File: src/hw/lepwm_pkg.sv
// Package: register map, field widths and reset values of the leading-edge PWM block
package lepwm_pkg;
  localparam int CW = 16;                      // Counter and event width
  localparam logic [CW-1:0] CNT_ZERO = 16'h0000;
  localparam logic [CW-1:0] CNT_ONE  = 16'h0001;
  localparam int AW = 6;                       // AXI address width
  // Register byte addresses
  localparam logic [AW-1:0] A_CTRL   = 6'h00;
  localparam logic [AW-1:0] A_PERIOD = 6'h04;
  localparam logic [AW-1:0] A_EV1    = 6'h08;
  localparam logic [AW-1:0] A_EV2    = 6'h0C;
  localparam logic [AW-1:0] A_EV3    = 6'h10;
  localparam logic [AW-1:0] A_EV4    = 6'h14;
  localparam logic [AW-1:0] A_CADJ   = 6'h18;
  localparam logic [AW-1:0] A_ADS    = 6'h1C;
  localparam logic [AW-1:0] A_PHASE  = 6'h20;
  localparam logic [AW-1:0] A_SMP1   = 6'h24;
  localparam logic [AW-1:0] A_SMP2   = 6'h28;
  localparam logic [AW-1:0] A_BLKAB  = 6'h2C;
  localparam logic [AW-1:0] A_BLKAE  = 6'h30;
  localparam logic [AW-1:0] A_BLKBB  = 6'h34;
  localparam logic [AW-1:0] A_BLKBE  = 6'h38;
  localparam logic [AW-1:0] A_STAT   = 6'h3C;
  // Control fields
  localparam int CTRL_EN  = 0;                 // Counter enable
  localparam int CTRL_MID = 1;                 // 1: mid-pulse adaptive sample
  localparam int CTRL_PHF = 2;                 // 1: phase trigger from filter duty
  localparam logic [CW-1:0] PERIOD_RST = 16'h00FF;
  localparam logic [1:0] RESP_OK     = 2'h0;
  localparam logic [1:0] RESP_SLVERR = 2'h2;
endpackage : lepwm_pkg

File: src/hw/lepwm_match.sv
// Leaf: one compare point that pulses when the counter hits its target
`timescale 1ns/1ps
`default_nettype none
module lepwm_match
(
  input  wire logic                      aclk,
  input  wire logic                      aresetn,
  input  wire logic [lepwm_pkg::CW-1:0]  cnt,
  input  wire logic [lepwm_pkg::CW-1:0]  target,
  input  wire logic                      run,
  output var  logic                      hit_r
);
  logic hit_nxt;

  // Registered equality so every event leaves a flip-flop
  always_comb
  begin
    hit_nxt = run && (cnt == target);
  end

  always_ff @(posedge aclk)
  begin
    if (!aresetn)
      hit_r <= 1'b0;
    else
      hit_r <= hit_nxt;
  end
endmodule : lepwm_match
`default_nettype wire

File: src/hw/lepwm_top.sv
// Leading-edge PWM event timing with AXI4-Lite register slave
`timescale 1ns/1ps
`default_nettype none
module lepwm_top
(
  input  wire logic                     aclk,
  input  wire logic                     aresetn,
  input  wire logic [lepwm_pkg::CW-1:0] filter_duty,
  input  wire logic [lepwm_pkg::AW-1:0] s_axi_awaddr,
  input  wire logic                     s_axi_awvalid,
  output var  logic                     s_axi_awready,
  input  wire logic [31:0]              s_axi_wdata,
  input  wire logic [3:0]               s_axi_wstrb,
  input  wire logic                     s_axi_wvalid,
  output var  logic                     s_axi_wready,
  output var  logic [1:0]               s_axi_bresp,
  output var  logic                     s_axi_bvalid,
  input  wire logic                     s_axi_bready,
  input  wire logic [lepwm_pkg::AW-1:0] s_axi_araddr,
  input  wire logic                     s_axi_arvalid,
  output var  logic                     s_axi_arready,
  output var  logic [31:0]              s_axi_rdata,
  output var  logic [1:0]               s_axi_rresp,
  output var  logic                     s_axi_rvalid,
  input  wire logic                     s_axi_rready,
  output var  logic                     pwm_a_r,
  output var  logic                     pwm_b_r,
  output var  logic                     adapt_trig_r,
  output var  logic                     phase_trig_r,
  output var  logic                     smp1_trig_r,
  output var  logic                     smp2_trig_r,
  output var  logic                     blank_a_r,
  output var  logic                     blank_b_r
);
  localparam int CW = lepwm_pkg::CW;
  localparam int NE = 10;

  // ****************************************************************
  // Register file
  // ****************************************************************
  logic [2:0]    ctrl_r, ctrl_nxt;
  logic [CW-1:0] regs_r [1:14];
  logic [CW-1:0] regs_nxt [1:14];
  logic          aw_got_r, aw_got_nxt, w_got_r, w_got_nxt;
  logic [lepwm_pkg::AW-1:0] awa_r, awa_nxt;
  logic [31:0]   wd_r, wd_nxt;
  logic [3:0]    ws_r, ws_nxt;
  logic          bv_r, bv_nxt;
  logic [1:0]    br_r, br_nxt;
  logic          rv_r, rv_nxt;
  logic [1:0]    rr_r, rr_nxt;
  logic [31:0]   rd_r, rd_nxt;
  logic [CW-1:0] cnt_r, cnt_nxt;
  logic          awr_r, wr_r, arr_r;

  // Index 1..14 maps offsets 0x04..0x38 in order
  function automatic logic [3:0] idx_of(input logic [lepwm_pkg::AW-1:0] a);
    idx_of = a[5:2];
  endfunction : idx_of

  function automatic logic mapped(input logic [lepwm_pkg::AW-1:0] a);
    mapped = (a[1:0] == 2'h0);
  endfunction : mapped

  // Write path: address and data may come in either order, response after both
  always_comb
  begin
    logic [3:0]  wi;
    logic [31:0] m;
    wi = idx_of(awa_r);
    m = {{8{ws_r[3]}}, {8{ws_r[2]}}, {8{ws_r[1]}}, {8{ws_r[0]}}};
    ctrl_nxt = ctrl_r;
    for (int i = 1; i <= 14; i++)
      regs_nxt[i] = regs_r[i];
    aw_got_nxt = aw_got_r || s_axi_awvalid;
    w_got_nxt = w_got_r || s_axi_wvalid;
    awa_nxt = (!aw_got_r && s_axi_awvalid) ? s_axi_awaddr : awa_r;
    wd_nxt = (!w_got_r && s_axi_wvalid) ? s_axi_wdata : wd_r;
    ws_nxt = (!w_got_r && s_axi_wvalid) ? s_axi_wstrb : ws_r;
    bv_nxt = bv_r && !s_axi_bready;
    br_nxt = br_r;
    if (aw_got_r && w_got_r && !bv_r)
    begin
      aw_got_nxt = 1'b0;
      w_got_nxt = 1'b0;
      bv_nxt = 1'b1;
      br_nxt = lepwm_pkg::RESP_OK;
      if (!mapped(awa_r) || awa_r == lepwm_pkg::A_STAT)
        br_nxt = lepwm_pkg::RESP_SLVERR;
      else if (awa_r == lepwm_pkg::A_CTRL)
        ctrl_nxt = (ctrl_r & ~m[2:0]) | (wd_r[2:0] & m[2:0]);
      else
        regs_nxt[wi] = (regs_r[wi] & ~m[CW-1:0]) | (wd_r[CW-1:0] & m[CW-1:0]);
    end
  end

  // Read path: one-cycle answer, status shows live counter
  always_comb
  begin
    rv_nxt = rv_r && !s_axi_rready;
    rr_nxt = rr_r;
    rd_nxt = rd_r;
    if (s_axi_arvalid && !rv_r)
    begin
      rv_nxt = 1'b1;
      rr_nxt = lepwm_pkg::RESP_OK;
      rd_nxt = 32'h0000_0000;
      if (!mapped(s_axi_araddr))
        rr_nxt = lepwm_pkg::RESP_SLVERR;
      else if (s_axi_araddr == lepwm_pkg::A_CTRL)
        rd_nxt = {29'h0000_0000, ctrl_r};
      else if (s_axi_araddr == lepwm_pkg::A_STAT)
        rd_nxt = {16'h0000, cnt_r};
      else
        rd_nxt = {16'h0000, regs_r[idx_of(s_axi_araddr)]};
    end
  end

  always_ff @(posedge aclk)
  begin
    if (!aresetn)
    begin
      ctrl_r <= 3'h0;
      for (int i = 1; i <= 14; i++)
        regs_r[i] <= lepwm_pkg::CNT_ZERO;
      regs_r[1] <= lepwm_pkg::PERIOD_RST;
      aw_got_r <= 1'b0;
      w_got_r <= 1'b0;
      awa_r <= 6'h00;
      wd_r <= 32'h0000_0000;
      ws_r <= 4'h0;
      bv_r <= 1'b0;
      br_r <= 2'h0;
      rv_r <= 1'b0;
      rr_r <= 2'h0;
      rd_r <= 32'h0000_0000;
      awr_r <= 1'b1;
      wr_r <= 1'b1;
      arr_r <= 1'b1;
    end
    else
    begin
      ctrl_r <= ctrl_nxt;
      for (int i = 1; i <= 14; i++)
        regs_r[i] <= regs_nxt[i];
      aw_got_r <= aw_got_nxt;
      w_got_r <= w_got_nxt;
      awa_r <= awa_nxt;
      wd_r <= wd_nxt;
      ws_r <= ws_nxt;
      bv_r <= bv_nxt;
      br_r <= br_nxt;
      rv_r <= rv_nxt;
      rr_r <= rr_nxt;
      rd_r <= rd_nxt;
      awr_r <= !aw_got_nxt;
      wr_r <= !w_got_nxt;
      arr_r <= !rv_nxt;
    end
  end

  // Ready flops mirror the not-busy state so every bus output leaves a flip-flop
  assign s_axi_awready = awr_r;
  assign s_axi_wready  = wr_r;
  assign s_axi_bvalid  = bv_r;
  assign s_axi_bresp   = br_r;
  assign s_axi_arready = arr_r;
  assign s_axi_rvalid  = rv_r;
  assign s_axi_rresp   = rr_r;
  assign s_axi_rdata   = rd_r;

  // ****************************************************************
  // Period counter and edge targets
  // ****************************************************************
  logic run;
  assign run = ctrl_r[lepwm_pkg::CTRL_EN];

  // Counter wraps after the period limit; held at zero while disabled
  always_comb
  begin
    if (!run || cnt_r >= regs_r[1])
      cnt_nxt = lepwm_pkg::CNT_ZERO;
    else
      cnt_nxt = cnt_r + lepwm_pkg::CNT_ONE;
  end

  always_ff @(posedge aclk)
  begin
    if (!aresetn)
      cnt_r <= lepwm_pkg::CNT_ZERO;
    else
      cnt_r <= cnt_nxt;
  end

  // Targets wrap modulo 2^16; software keeps them inside the period
  logic [CW-1:0] a_rise, a_fall, b_rise, b_fall, adapt_t, phase_t;
  always_comb
  begin
    a_fall = regs_r[2];
    a_rise = regs_r[2] - filter_duty + regs_r[6];
    b_rise = regs_r[5];
    b_fall = a_rise - (regs_r[3] - regs_r[4]);
    if (ctrl_r[lepwm_pkg::CTRL_MID])
      adapt_t = regs_r[2] - (filter_duty >> 1) + regs_r[7];
    else
      adapt_t = regs_r[2] - filter_duty + regs_r[7];
    phase_t = ctrl_r[lepwm_pkg::CTRL_PHF] ? filter_duty : regs_r[8];
  end

  // ****************************************************************
  // Compare points, one per event
  // ****************************************************************
  logic [CW-1:0] tgt [NE];
  logic [NE-1:0] hit;
  assign tgt[0] = a_rise;
  assign tgt[1] = a_fall;
  assign tgt[2] = b_rise;
  assign tgt[3] = b_fall;
  assign tgt[4] = adapt_t;
  assign tgt[5] = phase_t;
  assign tgt[6] = regs_r[9];
  assign tgt[7] = regs_r[10];
  assign tgt[8] = regs_r[11];
  assign tgt[9] = regs_r[12];
  logic [1:0] hitx;
  for (genvar g = 0; g < NE; g++)
  begin : g_cmp
    lepwm_match u_m (.aclk(aclk), .aresetn(aresetn), .cnt(cnt_r),
                     .target(tgt[g]), .run(run), .hit_r(hit[g]));
  end
  // Blanking B edges share the same leaf
  lepwm_match u_bb (.aclk(aclk), .aresetn(aresetn), .cnt(cnt_r),
                    .target(regs_r[13]), .run(run), .hit_r(hitx[0]));
  lepwm_match u_be (.aclk(aclk), .aresetn(aresetn), .cnt(cnt_r),
                    .target(regs_r[14]), .run(run), .hit_r(hitx[1]));

  // ****************************************************************
  // Output levels
  // ****************************************************************
  logic a_nxt, b_nxt, ba_nxt, bb_nxt;
  // Set edge wins if both targets coincide; outputs idle low when disabled
  always_comb
  begin
    a_nxt  = run && (hit[0] || (pwm_a_r && !hit[1]));
    b_nxt  = run && (hit[2] || (pwm_b_r && !hit[3]));
    ba_nxt = run && (hit[8] || (blank_a_r && !hit[9]));
    bb_nxt = run && (hitx[0] || (blank_b_r && !hitx[1]));
  end

  always_ff @(posedge aclk)
  begin
    if (!aresetn)
    begin
      pwm_a_r <= 1'b0;
      pwm_b_r <= 1'b0;
      blank_a_r <= 1'b0;
      blank_b_r <= 1'b0;
    end
    else
    begin
      pwm_a_r <= a_nxt;
      pwm_b_r <= b_nxt;
      blank_a_r <= ba_nxt;
      blank_b_r <= bb_nxt;
    end
  end
  assign adapt_trig_r = hit[4];
  assign phase_trig_r = hit[5];
  assign smp1_trig_r  = hit[6];
  assign smp2_trig_r  = hit[7];
endmodule : lepwm_top
`default_nettype wire

File: config.mk
export PLATFORM = sky130hd
export DESIGN_NAME = lepwm_top
export DESIGN_NICKNAME = d
export VERILOG_FILES = /design/src/hw/lepwm_pkg.sv /design/src/hw/lepwm_match.sv /design/src/hw/lepwm_top.sv
export SDC_FILE = /design/constraint.sdc
export NUM_CORES = 1
export LEC_CHECK = 0
export ABC_AREA = 1
export BUFFER_PORTS_ARGS = -buffer_cell sky130_fd_sc_hd__buf_4
export CELL_PAD_IN_SITES_DETAIL_PLACEMENT = 1
export CELL_PAD_IN_SITES_GLOBAL_PLACEMENT = 1
export CORE_MARGIN = 3
export CORE_UTILIZATION = 40
export DETAILED_ROUTE_END_ITERATION = 8
export PLACE_DENSITY = 0.83
export SYNTH_ARGS = -nofsm -noshare
export SYNTH_HDL_FRONTEND = slang
export SYNTH_SLANG_ARGS = --single-unit
File: constraint.sdc
create_clock -name aclk -period 15.3 [get_ports aclk]
set_input_delay 3.06 -clock aclk [delete_from_list [all_inputs] [get_ports aclk]]
set_output_delay 3.06 -clock aclk [all_outputs]
set_load 0.02 [all_outputs]
* Word-level counts from Yosys, hierarchy flattened
Memories as Yosys holds them, arrays and structs flattened. A register that Yosys moved wholly into a read port is not among the register bits. Cells that the tools add are included. Widths: inputs -> output; s select.
Storage, ports and cells: input port bits 71, output and inout port bits 49, memory bits (writable) 224, memories 1, word-level logic and storage cells 176, register bits after elaboration 102
Cells by class: order comparisons 3, $add $sub $neg 8, multiplexer cells 36, bitwise logic cells 26, eq/ne operators 14, reduce and logical (&&, ||, !) cells 57
Memories:
- regs_r | words 14, width 16, read ports 16, clocked after memory_dff 1, wr ports 14, line lepwm_top.sv:42 | logic [CW-1:0] regs_r [1:14];
Operators with widths (number):
- $mux 224 | 3
- $mux 16 | 21
- $bwmux 224 | 1
- $eq 16x16->1 | 12
- $demux 16 s4 | 1
- $add 16x16->16 | 3
- $sub 16x16->16 | 3
- $and 16x16->16 | 2
- $logic_and 1x1->1 | 28
- $add 16x1->16 const B | 1
- $ge 16x16->1 | 1
- $not 16->16 | 1
- $or 16x16->16 | 1
- $sub 16x15->16 | 1
- $logic_not 1->1 | 15
- $or 1x1->1 | 15
- $eq 6x6->1 const B | 2
- $logic_not 6->1 | 2
- $logic_or 1x1->1 | 8
- $mux 4 | 2
- $and 3x3->3 | 2
- $mux 1 | 6
- $ge 5x5->1 const B | 1
- $lt 5x1->1 const B | 1
- other kinds (8) | 11

* Depth between registers and ports, before layout
Gate-level depths: netlist (run 1).
depth in word-level cells 10, gate-level depth with buffers 30, depth with buffers taken out 30

* Cells and area by module
From an unflattened synthesis (run 1), not the netlist that was laid out.
Unflattened totals: cell total of the unflattened synthesis 3881, area, all modules 24329.6 um2
By module, submodules not included:
- lepwm_top | instances 1, sequential area each 6005.8 um2, area an instance 20350.8 um2, cells an instance 2945
- lepwm_match | instances 12, sequential area each 20.0 um2, area an instance 331.6 um2, cells an instance 78

* Worst setup path after synthesis (run 1)
No wires, ideal clock.
path type input to register, start input port filter_duty[0] (netlist bit), end register g_cmp[3].u_m.hit_r, path buffers 0, setup time 64 ps, stages 26, data arrival time 7563 ps, required time 15236 ps, slack 7673 ps, cell sequence ha_1 fa_1 o21ai_1 a21oi_1 o21bai_1 a21boi_1 o21ai_1 a21oi_1 o21ai_1 xor2_1 inv_1 ha_1 nand2_1 nor2_1 a221oi_1 nand3_1 and2_1 inv_1 fa_1 ha_1 inv_1 nor3_1 a21o_1 a31oi_1 xnor3_1 nor2_1
Between the ends: word-level cells in the longest chain between the ends 5
Ends and longest elaborated chain:
- start, declared | line lepwm_top.sv:8 | input wire logic [lepwm_pkg::CW-1:0] filter_duty,
- $sub 16x16->16 | line lepwm_top.sv:200 | a_rise = regs_r[2] - filter_duty + regs_r[6];
- $add 16x16->16 | line lepwm_top.sv:200
- $sub 16x16->16 | line lepwm_top.sv:202 | b_fall = a_rise - (regs_r[3] - regs_r[4]);
- $eq 16x16->1 | line lepwm_match.sv:18 | hit_nxt = run && (cnt == target);
- $logic_and 1x1->1 | line lepwm_match.sv:18
- end signal, assigned | line lepwm_match.sv:26 | hit_r <= hit_nxt;
- end, declared | line lepwm_match.sv:11 | output var logic hit_r
Every way passes these cells. A chain may end at the register's enable or synchronous reset.

* Worst setup path after layout (run 1)
Same ends and word-level chain as after synthesis.

==> results of run 1 <==
cell usage in the layout, fill, tap and decap left out, types with 14 or more instances in the layout:
cell	count
o21ai_1	28
nand3_1	169
a21oi_1	446
ha_1	94
nor2_1	194
o22ai_1	61
a21oi_2	47
inv_2	26
clkbuf_16	40
nor4_1	20
a221oi_1	35
nand4_1	28
conb_1	18
o21bai_1	24
fa_1	33
nor3_1	14
buf_4	132
a31oi_1	22
nand2_1	407
o21ai_0	501
dfxtp_1	310
inv_1	498
o211ai_1	45
xor2_1	87
xnor2_1	16
worst paths after layout:
path / cells after the start / from / to
worst max register to register: 29 / regs_r[2][0]$_SDFFE_PN0P_ / g_cmp[3].u_m.hit_r$_SDFF_PN0_
worst min-delay path: 2 / g_cmp[2].u_m.hit_r$_SDFF_PN0_ / pwm_b_r$_SDFF_PN0_
worst max-delay path: 28 / filter_duty[0] / g_cmp[3].u_m.hit_r$_SDFF_PN0_
worst min register to register: 2 / g_cmp[2].u_m.hit_r$_SDFF_PN0_ / pwm_b_r$_SDFF_PN0_
synth_stat cells (3+ instances only):
cell | instances | share of area, %
nand3_1 | 169 | 3.7
xnor2_1 | 16 | 0.61
xor2_1 | 87 | 3.3
inv_2 | 27 | 0.44
nand2_2 | 5 | 0.14
dfxtp_1 | 312 | 27
inv_1 | 499 | 8.1
o21ai_1 | 28 | 0.61
nand4_1 | 28 | 0.76
nand2_1 | 407 | 6.6
a21oi_1 | 446 | 9.7
or2_2 | 8 | 0.22
o21ai_0 | 502 | 11
a221oi_1 | 35 | 1.3
buf_6 | 17 | 0.83
a31oi_1 | 22 | 0.60
a21boi_0 | 3 | 0.098
nor4_1 | 21 | 0.57
nor3b_1 | 3 | 0.098
nor2_2 | 13 | 0.35
o311ai_0 | 9 | 0.34
clkbuf_1 | 107 | 1.7
buf_1 | 24 | 0.39
o21bai_1 | 24 | 0.78
clkinv_1 | 7 | 0.11
a21o_1 | 6 | 0.20
o221ai_1 | 13 | 0.49
fa_1 | 33 | 2.9
buf_2 | 48 | 1.0
buf_4 | 24 | 0.78
a22o_1 | 8 | 0.30
nor2_1 | 194 | 3.2
nand3b_1 | 6 | 0.20
nor3_2 | 3 | 0.13
a21oi_2 | 47 | 1.8
o211ai_1 | 45 | 1.5
a2111oi_0 | 5 | 0.19
o2111ai_1 | 4 | 0.15
nor3_1 | 15 | 0.33
o22ai_1 | 61 | 1.7
ha_1 | 94 | 5.1
flip-flops by register name (all words and copies together) (netlist names), 2 cells and up, named ones only:
| name | cells |
|---|---|
| ws_r | 2 |
| wd_r | 16 |
| cnt_r | 16 |
| awa_r | 6 |
| regs_r | 224 |
| g_cmp.u_m.hit_r | 10 |
| s_axi_rdata | 16 |
cells by family (layout without fill, tap and decap cells):
family	count (synthesis)	in the layout
compound gates	1267	1267
simple gates	876	876
buf+inv	754	733
flops	312	312
fa+ha+maj	127	127
xor+xnor	105	105
other cells	1	18
mux	1	1
area by class of cell:
cell class / instances / area, sq um
clock buffer: 55 / 1130
clock inverter: 13 / 170
fill: 7391 / 31400
inverter: 533 / 2000
multi-input combinational: 2394 / 13800
sequential: 312 / 6250
tap: 756 / 946
timing repair buffer: 132 / 991
metrics by stage:
| stage | hold slack [ns] | setup WS, ns |
|---|---|---|
| floorplan | 0.413 | 7.67 |
| global placement | 0.420 | 6.77 |
| detailed placement | 0.428 | 6.61 |
| CTS | 0.444 | 7.19 |
| global route | 0.485 | 6.60 |
| finish | 0.440 | 7.01 |
layer usage:
metal	global-route usage, %	up-vias	wire [microns]
li1	-	11543	-
met1	46.0	12521	43400
met4	24.3	4	9200
met3	8.35	432	13100
met2	52.2	1566	45400
met5	0	-	21
power by group through the flow:
stage / Sequential (mW) / Clock [mW] / Combinational [mW]
after floorplan: 0.849 / 0 / 0.273
after global placement: 0.855 / 0 / 0.379
after detailed placement: 0.856 / 0 / 0.387
after CTS: 0.838 / 0.965 / 0.390
after global routing: 0.840 / 0.997 / 0.431
final: 0.839 / 0.964 / 0.404
worst register-to-register path: cells and delay by family, from the launching register on:
| family | cells | cell delay, ns |
|---|---|---|
| fa+ha+maj | 5 | 1.79 |
| compound gates | 7 | 1.50 |
| simple gates | 11 | 1.49 |
| xor+xnor | 3 | 0.81 |
| buf+inv | 3 | 0.44 |
| flops | 1 | 0.31 |
==> flow_metrics.py, run 1 <==
metrics = {
    "worst_setup_path": {
        "cpMostUsedCell": "nand2_1",
        "start_kind": "input pin",
        "cp.arrival_ns": 8.80,
        "cpMaxStageDelayCell": "fa_1",
        "max_stage_delay_ns": 0.46,
        "path_class": "in -> reg",
        "crit_required_ns": 15.81,
        "worst_setup_path_end_kind": "register",
        "cp_max_fo": 5,
        "r2r_slack_ns": 8.92,
        "path_delay_family": "adder cells",
        "cp_num_buf_inv": 2,
    },
    "route": {
        "ant_nets": 0,
        "drt-vias-per-instance": 6.21,
        "finalWirelength_microns": 111000,
        "routedWlPerCell_microns": 26.5,
        "firstDrtPassIters": 5,
        "drc_errors": 0,
        "num_vias": 26066,
        "initialDrtViolationCount": 3188,
    },
    "grt": {
        "grt_max_degree": 92,
        "grt.overflow.total": 0,
        "grt_first_pass_wirelength_microns": 161000,
        "track_usage_pct": 35.6,
        "grt_pass1_vias": 24794,
        "antenna_found_initial": 5,
    },
    "power_and_ir_drop": {
        "switching_share_pct": 32.0,
        "p_switching_uw": 706,
        "power.internal_mw": 1.50,
        "p_per_area_mw_per_mm2": 87.2,
        "total_power_mw": 2.21,
        "p_seq_share_pct": 38.0,
        "vdd_drop_max_mv": 0.0697,
        "comb_power_share_pct": 18.3,
        "power_frac_clock_pct": 43.7,
        "leakagePower_nw": 11.6,
    },
    "cells_and_area": {
        "num-nets-final": 3609,
        "fin_area_sq_mm": 0.0253,
        "antenna_cells": 0,
        "final_util_pct": 44.6,
        "syn_to_final_growth_pct": 9.59,
        "final_cell_count_no_fill": 4195,
        "drive_gt1_share_pct": 8.93,
    },
    "timing": {
        "tns_ns": 0,
        "setup_viol": 0,
        "slew_violations": 0,
        "rsz0062_at_grt": "false",
        "skew_ns": 0.0318,
        "max_slew_margin_pct": 15.1,
        "maxClockFrequency_mhz": 121,
        "finalHoldViolations": 0,
        "min_period_ns": 8.29,
        "tightest_slew_ns": 1.24,
        "finalCritPeriodShare_pct": 54.2,
    },
    "synthesis": {
        "synth_top_family_by_area": "compound AO/OA/AOI/OAI gates",
        "synth_xor_area_share_pct": 4.10,
        "synth_cells": 3443,
        "ys_seq_area_share_pct": 27.1,
        "ys_ff_latch": 312,
        "synth_edf_count": 0,
        "synth.distinct_cells": 56,
        "avgSynthCellArea_sq_um": 6.71,
        "async_flop_share_pct": 0,
        "synthMuxAreaShare_pct": 0.0434,
        "ys_warn_count": 0,
        "synth-compound-area-share_pct": 30.9,
        "ys.flop_type": "dfxtp_1",
        "synth_fa_ha_area_share_pct": 7.96,
        "synthSimpleGateAreaFrac_pct": 16.5,
        "synth_area_sq_mm": 0.0231,
    },
    "clocking": {
        "h-tree-depth": 2,
        "clkLatencyLatePin_ns": 0.59,
        "path_clk_slew_ns": 0.06,
        "cts_resized": 0,
        "cts_made_buffers": 38,
        "cts_tree": "yes",
        "cts_root_buf": "clkbuf_16",
        "clk_path_buf_depth": 3,
        "cts_setup_buffers": 0,
        "clkSinkCount": 312,
        "ctsHoldBuffers": 0,
    },
    "floorplanning": {
        "design.die.area_sq_mm": 0.0606,
        "coreArea_sq_mm": 0.0567,
        "io_pins": 120,
        "rows": 87,
        "die_w_microns": 246,
        "die_height_microns": 246,
        "start_util_pct": 40.7,
    },
    "job": {
        "drv_cap": 0,
    },
    "placement": {
        "place_congestion": 1.04,
        "io_buffers": 83,
        "hpwl_microns": 80700,
        "place_area_sq_mm": 0.0240,
        "dpl.cell_count": 4127,
    },
    "hold_path": {
        "worstHoldPathType": "reg -> reg",
    },
    "run_status": {
        "status": "complete, no violations",
    },
}
Note: power is estimated with default switching activity, not from simulation.
==> inputs of run 2 (changes only) <==
--- a/config.mk
+++ b/config.mk
@@ -12,7 +12,7 @@
 export CORE_MARGIN = 3
 export CORE_UTILIZATION = 40
 export DETAILED_ROUTE_END_ITERATION = 8
-export PLACE_DENSITY = 0.83
+export PLACE_DENSITY = 0.86
 export SYNTH_ARGS = -nofsm -noshare
 export SYNTH_HDL_FRONTEND = slang
 export SYNTH_SLANG_ARGS = --single-unit
==> constraint.sdc (replaced) <==
create_clock -name aclk -period 7.2 [get_ports aclk]
set_input_delay 1.44 -clock aclk [delete_from_list [all_inputs] [get_ports aclk]]
set_output_delay 1.44 -clock aclk [all_outputs]
set_load 0.02 [all_outputs]
==> flow_metrics.py, run 2 (same netlist as run 1, synthesis figures left out) <==
metrics = {
    "grt": {
        "track_usage_pct": 36.7,
        "grt_first_pass_wirelength_microns": 167000,
        "grt_max_degree": 107,
        "antenna_found_initial": 3,
        "grt.overflow.total": 0,
        "grt_pass1_vias": 25849,
    },
    "route": {
        "drc_errors": 0,
        "finalWirelength_microns": 114000,
        "drt-vias-per-instance": 6.35,
        "ant_nets": 0,
        "wl_met2_microns": 46400,
        "firstDrtPassIters": 6,
        "num_vias": 26603,
        "wl_met1_microns": 44300,
        "initialDrtViolationCount": 3430,
        "routedWlPerCell_microns": 27.3,
        "routed.top_layer": "met5",
        "met3_length_microns": 13900,
    },
    "timing": {
        "slew_violations": 0,
        "finalCritPeriodShare_pct": 87.8,
        "skew_ns": 0.0229,
        "min_period_ns": 6.32,
        "tightest_slew_ns": 1.28,
        "rsz0062_at_grt": "false",
        "setup_viol": 0,
        "tns_ns": 0,
        "max_slew_margin_pct": 14.2,
        "maxClockFrequency_mhz": 158,
        "finalHoldViolations": 0,
        "layout_setup_ws_ns": 0.878,
    },
    "floorplanning": {
        "die_height_microns": 246,
        "die_w_microns": 246,
        "io_pins": 120,
        "coreArea_sq_mm": 0.0567,
        "rows": 87,
        "design.die.area_sq_mm": 0.0606,
        "start_util_pct": 40.7,
    },
    "clocking": {
        "path_clk_slew_ns": 0.06,
        "cts_root_buf": "clkbuf_16",
        "ctsHoldBuffers": 0,
        "cts_resized": 0,
        "clk_path_buf_depth": 3,
        "h-tree-depth": 2,
        "cts_made_buffers": 38,
        "clkSinkCount": 312,
        "cts_tree": "yes",
        "cts_setup_buffers": 0,
        "clkLatencyLatePin_ns": 0.58,
    },
    "power_and_ir_drop": {
        "switching_share_pct": 32.3,
        "leakagePower_nw": 11.5,
        "p_switching_mw": 1.49,
        "power_frac_clock_pct": 42.7,
        "vdd_drop_max_mv": 0.166,
        "comb_power_share_pct": 18.6,
        "p_seq_share_pct": 38.7,
        "p_per_area_mw_per_mm2": 183,
        "power.internal_mw": 3.12,
    },
    "cells_and_area": {
        "largest_reg_flops": 224,
        "layout_common_cells": "o21ai_0 (501), inv_1 (498), a21oi_1 (446)",
        "top_register": "regs_r",
        "fill_cells": 7356,
        "num-nets-final": 3608,
        "syn_to_final_growth_pct": 9.27,
        "drive_gt1_share_pct": 8.79,
        "final_common_cell": "o21ai_0",
    },
    "worst_setup_path": {
        "worst_setup_path_end_kind": "register",
        "crit_required_ns": 7.70,
        "cp.arrival_ns": 6.82,
        "cp_max_fo": 4,
        "start_kind": "input pin",
        "path_class": "in -> reg",
    },
    "job": {
        "drv_cap": 0,
    },
    "hold_path": {
        "worstHoldPathType": "reg -> reg",
    },
    "run_status": {
        "status": "complete, no violations",
    },
    "placement": {
        "place_congestion": 1.02,
        "pre_cts_slack_ns": 0.432,
        "hpwl_microns": 82100,
        "io_buffers": 83,
    },
}
## run 2: worst paths after layout
check | slack [ns] | endpoint | from | cells after the start
worst min-delay path | 0.45 | blank_b_r$_SDFF_PN0_ | u_bb.hit_r$_SDFF_PN0_ | 2
worst min register to register | 0.45 | blank_b_r$_SDFF_PN0_ | u_bb.hit_r$_SDFF_PN0_ | 2
worst max-delay path | 0.88 | g_cmp[3].u_m.hit_r$_SDFF_PN0_ | filter_duty[0] | 28
worst max register to register | 1.33 | g_cmp[3].u_m.hit_r$_SDFF_PN0_ | regs_r[2][1]$_SDFFE_PN0P_ | 27
## run 2: area by class of cell
class                           count  area (sq um)  area share [%]
Multi-Input combinational cell   2394         13800            54.8
Sequential cell                   312          6250            24.8
Clock buffer                       53          1090            4.32
Clock inverter                     11           138           0.546
Inverter                          533          2000            7.94
Timing Repair Buffer              131           983            3.90
Tap cell                          756           946            3.75
Antenna cell                        1          2.50         0.00992
## run 2: critical path: stages
cell and delay [ns]:
buf_4 0.13, ha_1 0.22, fa_1 0.42, o21ai_1 0.24, a21oi_1 0.11, o21bai_1 0.23, a21boi_1 0.14, o21ai_1 0.21
a21oi_1 0.10, o21ai_1 0.15, xor2_1 0.17, inv_1 0.11, ha_1 0.34, nand2_1 0.12, inv_1 0.07, a221oi_1 0.35
nand2_1 0.09, nand2_1 0.08, and2_1 0.15, inv_1 0.08, fa_1 0.38, ha_1 0.36, a21oi_1 0.24, o31ai_1 0.12
a21o_1 0.17, a31oi_1 0.18, xnor3_1 0.33, nor2_1 0.11
## run 2: metal layers
layer	up-vias	track usage, %
met5	-	0
met4	2	25.8
met3	482	9.53
met2	1716	53.3
met1	12855	47.2
li1	11548	-
## run 2: power groups by stage
stage | sequential [mW] | combinational [mW] | clock [mW]
2_1_floorplan | 1.80 | 0.581 | 0
3_3_place_gp | 1.82 | 0.798 | 0
3_5_place_dp | 1.82 | 0.819 | 0
4_1_cts | 1.78 | 0.827 | 1.96
5_1_grt | 1.78 | 0.919 | 2.04
6_report | 1.78 | 0.859 | 1.97
## run 2: stage by stage
step / cells / area, sq um / hold WS [ns] / total power, mW / utilization (%)
6_report: 4191 / 25200 / 0.452 / 4.61 / 44.5
3_5_place_dp: 4126 / 24000 / 0.439 / 2.64 / 42.3
3_3_place_gp: 4126 / 24000 / 0.419 / 2.61 / 42.3
5_1_grt: 4190 / 25200 / 0.474 / 4.74 / 44.5
4_1_cts: 4190 / 25200 / 0.455 / 4.57 / 44.5
2_1_floorplan: 3460 / 23100 / 0.413 / 2.39 / -
